### src/rtl/eec_pkg.sv
// package: constants and types for the exception entry control block
package eec_pkg;
  localparam int VEC_W = 8;
  localparam int ADDR_W = 16;
  localparam int IRQ_W = 26;
  localparam logic [VEC_W-1:0] VEC_RESET = 8'h00;
  localparam logic [VEC_W-1:0] VEC_NMI = 8'h07;
  localparam logic [VEC_W-1:0] VEC_TRAP0 = 8'h08;
  localparam logic [VEC_W-1:0] VEC_BREAK = 8'h0C;
  localparam logic [VEC_W-1:0] VEC_IRQ_BASE = 8'h0E;
  localparam logic [ADDR_W-1:0] VEC_TABLE_BASE = 16'h0000;
  localparam int VEC_ENTRY_SHIFT = 1;
  typedef enum logic [1:0] {EEC_RUN, EEC_HOLD, EEC_ENTRY} eec_state_t;
endpackage

### src/rtl/eec_exception_entry_control.sv
// module: exception entry control, picks and launches reset, trap and interrupt exceptions
`timescale 1ns/1ps
// ----------------------------------------------------------------------------
// ----------------------------------------------------------------------------
module eec_exception_entry_control #(
  parameter int N_IRQ = eec_pkg::IRQ_W
) (
  input wire logic CLOCK,
  input wire logic RESET_N,
  input wire logic CLK_EN,
  input wire logic EXTERNAL_RESET_INPUT_N,
  input wire logic WDT_OVERFLOW,
  input wire logic SOFTWARE_TRAP_OPCODE,
  input wire logic [1:0] TRAP_NUMBER,
  input wire logic NMI_REQ,
  input wire logic BREAK_REQ,
  input wire logic [N_IRQ-1:0] IRQ_REQ,
  input wire logic INSN_BOUNDARY,
  input wire logic ENTRY_DONE,
  input wire logic MASK_CLEAR,
  input wire logic MASK_SET,
  output logic CHIP_RESET,
  output logic EXC_START,
  output logic [eec_pkg::VEC_W-1:0] EXC_VECTOR,
  output logic [eec_pkg::ADDR_W-1:0] EXC_VEC_ADDR,
  output logic EXC_BUSY,
  output logic INT_MASK
);
  import eec_pkg::*;

  function automatic logic [ADDR_W-1:0] vec_addr(input logic [VEC_W-1:0] v);
    vec_addr = VEC_TABLE_BASE + (ADDR_W'(v) << VEC_ENTRY_SHIFT);
  endfunction

  eec_state_t state_q;
  logic in_reset;
  logic irq_any;
  logic [VEC_W-1:0] irq_vec;
  logic [N_IRQ-1:0] irq_gated;
  logic boundary;
  logic int_take;
  logic [VEC_W-1:0] int_vec;

  // ----------------------------------------------------------------------------
  // request selection
  // ----------------------------------------------------------------------------
  assign in_reset = !EXTERNAL_RESET_INPUT_N || WDT_OVERFLOW;
  assign irq_gated = INT_MASK ? '0 : IRQ_REQ;

  eec_vec_enc #(.N(N_IRQ)) u_enc (
    .req(irq_gated),
    .any(irq_any),
    .vec(irq_vec)
  );

  assign boundary = (state_q == EEC_RUN && INSN_BOUNDARY) || (state_q == EEC_ENTRY && ENTRY_DONE);
  assign int_take = boundary && (NMI_REQ || BREAK_REQ || irq_any) && !SOFTWARE_TRAP_OPCODE;

  // the if chain gives priority: nmi, then break, then the maskable ones
  always_comb begin
    if (NMI_REQ) begin
      int_vec = VEC_NMI;
    end else if (BREAK_REQ) begin
      int_vec = VEC_BREAK;
    end else begin
      int_vec = irq_vec;
    end
  end

  // ----------------------------------------------------------------------------
  // sequencer
  // ----------------------------------------------------------------------------
  always_ff @(posedge CLOCK) begin
    if (!RESET_N) begin
      state_q <= EEC_HOLD;
    end else if (CLK_EN) begin
      case (state_q)
        EEC_HOLD: begin
          if (!in_reset) begin
            state_q <= EEC_ENTRY;
          end
        end
        // a trap seen in ENTRY is dropped: the core never decodes one mid-entry
        EEC_RUN, EEC_ENTRY: begin
          if (in_reset) begin
            state_q <= EEC_HOLD;
          end else if ((state_q == EEC_RUN && SOFTWARE_TRAP_OPCODE) || int_take) begin
            state_q <= EEC_ENTRY;
          end else if (state_q == EEC_ENTRY && ENTRY_DONE) begin
            state_q <= EEC_RUN;
          end
        end
        default: state_q <= EEC_HOLD;
      endcase
    end
  end

  always_ff @(posedge CLOCK) begin
    if (!RESET_N) begin
      EXC_START <= 1'b0;
      EXC_VECTOR <= VEC_RESET;
      EXC_VEC_ADDR <= VEC_TABLE_BASE;
    end else if (CLK_EN) begin
      EXC_START <= 1'b0;
      if (state_q == EEC_HOLD) begin
        if (!in_reset) begin
          EXC_START <= 1'b1;
          EXC_VECTOR <= VEC_RESET;
          EXC_VEC_ADDR <= vec_addr(VEC_RESET);
        end
      end else if (in_reset) begin
        EXC_START <= 1'b0;
      end else if (state_q == EEC_RUN && SOFTWARE_TRAP_OPCODE) begin
        EXC_START <= 1'b1;
        EXC_VECTOR <= VEC_TRAP0 + VEC_W'(TRAP_NUMBER);
        EXC_VEC_ADDR <= vec_addr(VEC_TRAP0 + VEC_W'(TRAP_NUMBER));
      end else if (int_take) begin
        EXC_START <= 1'b1;
        EXC_VECTOR <= int_vec;
        EXC_VEC_ADDR <= vec_addr(int_vec);
      end
    end
  end

  always_ff @(posedge CLOCK) begin
    if (!RESET_N) begin
      CHIP_RESET <= 1'b1;
      EXC_BUSY <= 1'b0;
    end else if (CLK_EN) begin
      CHIP_RESET <= in_reset;
      // busy rises with the start pulse and drops on the edge that takes the done pulse
      EXC_BUSY <= (state_q == EEC_HOLD) ? !in_reset : (!in_reset && (state_q == EEC_ENTRY ? !ENTRY_DONE || int_take
                  : SOFTWARE_TRAP_OPCODE || int_take));
    end
  end

  // mask bit: hardware set on any entry wins over a software clear
  always_ff @(posedge CLOCK) begin
    if (!RESET_N) begin
      INT_MASK <= 1'b1;
    end else if (CLK_EN) begin
      if (state_q == EEC_HOLD || in_reset) begin
        INT_MASK <= 1'b1;
      end else if ((state_q == EEC_RUN && SOFTWARE_TRAP_OPCODE) || int_take || MASK_SET) begin
        INT_MASK <= 1'b1;
      end else if (MASK_CLEAR) begin
        INT_MASK <= 1'b0;
      end
    end
  end
endmodule // eec_exception_entry_control

### src/rtl/eec_vec_enc.sv
// module: priority encoder for maskable interrupt requests
`timescale 1ns/1ps
module eec_vec_enc #(
  parameter int N = eec_pkg::IRQ_W
) (
  input wire logic [N-1:0] req,
  output logic any,
  output logic [eec_pkg::VEC_W-1:0] vec
);
  import eec_pkg::*;
  // lowest index wins, index 0 maps to the lowest maskable vector
  always_comb begin
    any = 1'b0;
    vec = VEC_IRQ_BASE;
    for (int i = N - 1; i >= 0; i--) begin
      if (req[i]) begin
        any = 1'b1;
        vec = VEC_IRQ_BASE + VEC_W'(i);
      end
    end
  end
endmodule // eec_vec_enc

### config.mk
export PLATFORM = sky130hd
export DESIGN_NAME = eec_exception_entry_control
export DESIGN_NICKNAME = d
export VERILOG_FILES = /design/src/rtl/eec_pkg.sv /design/src/rtl/eec_exception_entry_control.sv /design/src/rtl/eec_vec_enc.sv
export SDC_FILE = /design/constraint.sdc
export NUM_CORES = 1
export LEC_CHECK = 0
export BUFFER_PORTS_ARGS = -buffer_cell sky130_fd_sc_hd__buf_4
export CORE_MARGIN = 1
export CORE_UTILIZATION = 41
export CTS_CLUSTER_SIZE = 28
export DETAILED_ROUTE_END_ITERATION = 10
export GPL_TIMING_DRIVEN = 0
export PLACE_DENSITY = 0.76
export SETUP_SLACK_MARGIN = 0.2
export SYNTH_ARGS = -nofsm -noshare
export SYNTH_HDL_FRONTEND = slang
export SYNTH_HIERARCHICAL = 1
export SYNTH_SLANG_ARGS = --single-unit
### constraint.sdc
create_clock -name CLOCK -period 2.85 [get_ports CLOCK]
set_clock_uncertainty 0.15 [all_clocks]
set_input_delay 0.4275 -clock CLOCK [delete_from_list [all_inputs] [get_ports CLOCK]]
set_output_delay 0.4275 -clock CLOCK [all_outputs]
set_load 0.03 [all_outputs]
==> results.cfg <==
[synthesis]
synth_largest_area_cell = dfxtp_1
seq_area_frac_synth = 0.2074
netlist_area_um2 = 1351
yosys_warnings = 6
synthMuxAreaShare = 0.05926
ys_ff_latch = 14
ys_top_cells_by_count = nand2_1, nor2b_1, buf_4
synth_compound_gate_area_share = 0.1852
synthAdderAreaFrac = 0
yosys_most_used_dff = dfxtp_1
synth_top_family_by_area = simple AND/OR/NAND/NOR gates
synth_cell_types = 39
synth_edf_count = 0
yosys.area_share.simple = 0.3870
synth_area_leaders = dfxtp_1, nor2b_1, buf_4
synth_cells = 190
synth_xor_area_frac = 0
synth.top_cell.area_share = 0.2074
avgSynthCellArea_um2 = 7.112
async_reset_ff_frac = 0

[global_routing]
grt_max_degree = 11
use_met3 = 0.05022
grt_use_met2 = 0.3403
gr-total-overflow = 0
grt-busiest-layer = met2
antenna_found_initial = 0
grt_pass1_wl_um = 5416
grt_pass1_vias = 1299
track_usage = 0.1996
gr-usage-met1 = 0.2570

[route]
drtIter0Drc = 33
num_vias = 1515
drtAntennaViolNets = 0
wl_per_cell_um = 11.16
routed_wl_um = 3537
vias_per_cell = 4.779
drc = 0
firstDrtPassIters = 4

[layout]
final_area_um2 = 2115
nNetsFinal = 314
diodes = 0
fillCellCount = 280
drive_above_1_share = 0.4249
syn2layout_area_growth_pct = 56.48

[sta]
setup_violations = 0
final_max_slew_viol_count = 0
min_period_over_period = 0.9575
hold_violations = 0
worstMarginPinSlew_ns = 0.7134
slew-limit-headroom = 0.5177
fmax_mhz = 366.5
min_period_ns = 2.729
rsz0062_at_grt = true

[clock_network]
numClockSinks = 14
cts_tree = done
cts_made_buffers = 3
clock_path_buffers = 2
clk_pin_slew_worst_paths_ns = 0.09
h-tree-depth = 1
clkLatencyLatePin_ns = 0.29
cts-root-buf = clkbuf_4

[die]
core_area_um2 = 3078
die-area_um2 = 3530
io_pins = 68
die-height_um = 59.41
start_util = 0.4390
die_w_um = 59.41
num_rows = 20

[pwr]
design_power_total_w = 0.0005434
power_leakage_nw = 1.016
ir_drop_mv = 0.2649
p_per_area_nw_per_um2 = 257.0

[critical_path]
cp_max_fo = 7
path_class = reg -> reg
arrival_ns = 2.79
end_kind = flip-flop
startpoint_type = flip-flop
required_ns = 2.91

[run]
maxCapViolCount = 0

[hold_path]
min_path_type = in -> reg

[placed_design]
gp_congestion = 0.8730
place_area_um2 = 1886
port_buffers = 58
dpl.hpwl_um = 2539

[run_status]
status = finished clean
[what timing repair did]
item,4_1_cts,5_1_grt
setup buffers,8,4
resized for setup,14,14
pin swaps,4,6
cloned,1,0
endpoints found under the setup margin,11,11
hold buffers,0,0
[routing by layer]
metal / vias to the layer above / part of all wire
met5: - / 0
met4: 0 / 0.014
met3: 6 / 0.068
met2: 56 / 0.46
met1: 658 / 0.45
li1: 795 / -
[flip-flops by register name, summed over array words and instances, names as in the netlist]
| register | count |
|---|---|
| EXC_BUSY | 1 |
| EXC_START | 1 |
| EXC_VEC_ADDR | 8 |
| state_q | 2 |
| CHIP_RESET | 1 |
| INT_MASK | 1 |
[layout by cell type, fill, tap and decap left out, types with 4 or more instances in the layout]
cell type and instances:
buf_4 87, nand2_1 27, nor2b_1 25, nor2_1 14, dfxtp_1 13, inv_1 11
conb_1 10, mux2i_1 8, a21oi_1 8, buf_6 5, o21ai_0 5, nor3_1 5
o31ai_1 4, nor4_2 4
[cell type report]
cell class / instances / area (um^2) / share of cell area
Clock buffer: 4 / 26.28 / 0.01243
Buffer: 24 / 191.4 / 0.09053
Sequential cell: 14 / 284.0 / 0.1343
Tap cell: 44 / 55.05 / 0.02604
Multi-Input combinational cell: 149 / 975.9 / 0.4615
Inverter: 11 / 41.29 / 0.01953
Timing Repair Buffer: 71 / 540.5 / 0.2556
[logic make-up after synthesis]
logic type | Yosys count
and+or+nand+nor | 94
AOI/OAI and AO/OA | 37
buffers and inverters | 35
DFF | 14
muxes | 8
other | 2
[through the flow]
stage	worst slack [ns]	TNS [ns]	util	instances	hold slack, ns
after floorplan	0.2147	0	-	198	0.3562
after global placement	-0.04020	-0.2473	0.6126	300	0.2972
after detailed placement	-0.1063	-0.8336	0.6126	300	0.3026
after CTS	0.03916	0	0.6610	313	0.2230
after global routing	-0.02497	-0.05257	0.6870	317	0.2210
final	0.1212	0	0.6870	317	0.2201
[path summary, 6_finish.rpt]
kind / startpoint / end / slack, ns / cells after the start
worst max register to register: INT_MASK$_SDFFE_PN1P_ / EXC_VEC_ADDR[1]$_SDFFE_PN0P_ / 0.12 / 10
worst max-delay path: INT_MASK$_SDFFE_PN1P_ / EXC_VEC_ADDR[1]$_SDFFE_PN0P_ / 0.12 / 10
worst min register to register: CHIP_RESET$_SDFFE_PN1P_ / CHIP_RESET$_SDFFE_PN1P_ / 0.32 / 2
worst min-delay path: MASK_SET / INT_MASK$_SDFFE_PN1P_ / 0.22 / 3
[report_power, final]
group / internal [W] / switching [W] / total (W)
clock: 0.0000544 / 0.0000667 / 0.000121
sequential: 0.000200 / 0.00000426 / 0.000205
combinational: 0.000114 / 0.000104 / 0.000218
total: 0.000368 / 0.000175 / 0.000543
[critical path: stages, from the launching register on]
cell and delay [ns]:
dfxtp_4 0.36, buf_8 0.12, nor2b_4 0.04, or4_4 0.55
nor4b_4 0.30, nand3_2 0.13, nor3_4 0.26, nor3_2 0.09
o2111ai_2 0.27, buf_6 0.18, mux2i_1 0.18
Note: power is estimated with default switching activity, not from simulation.
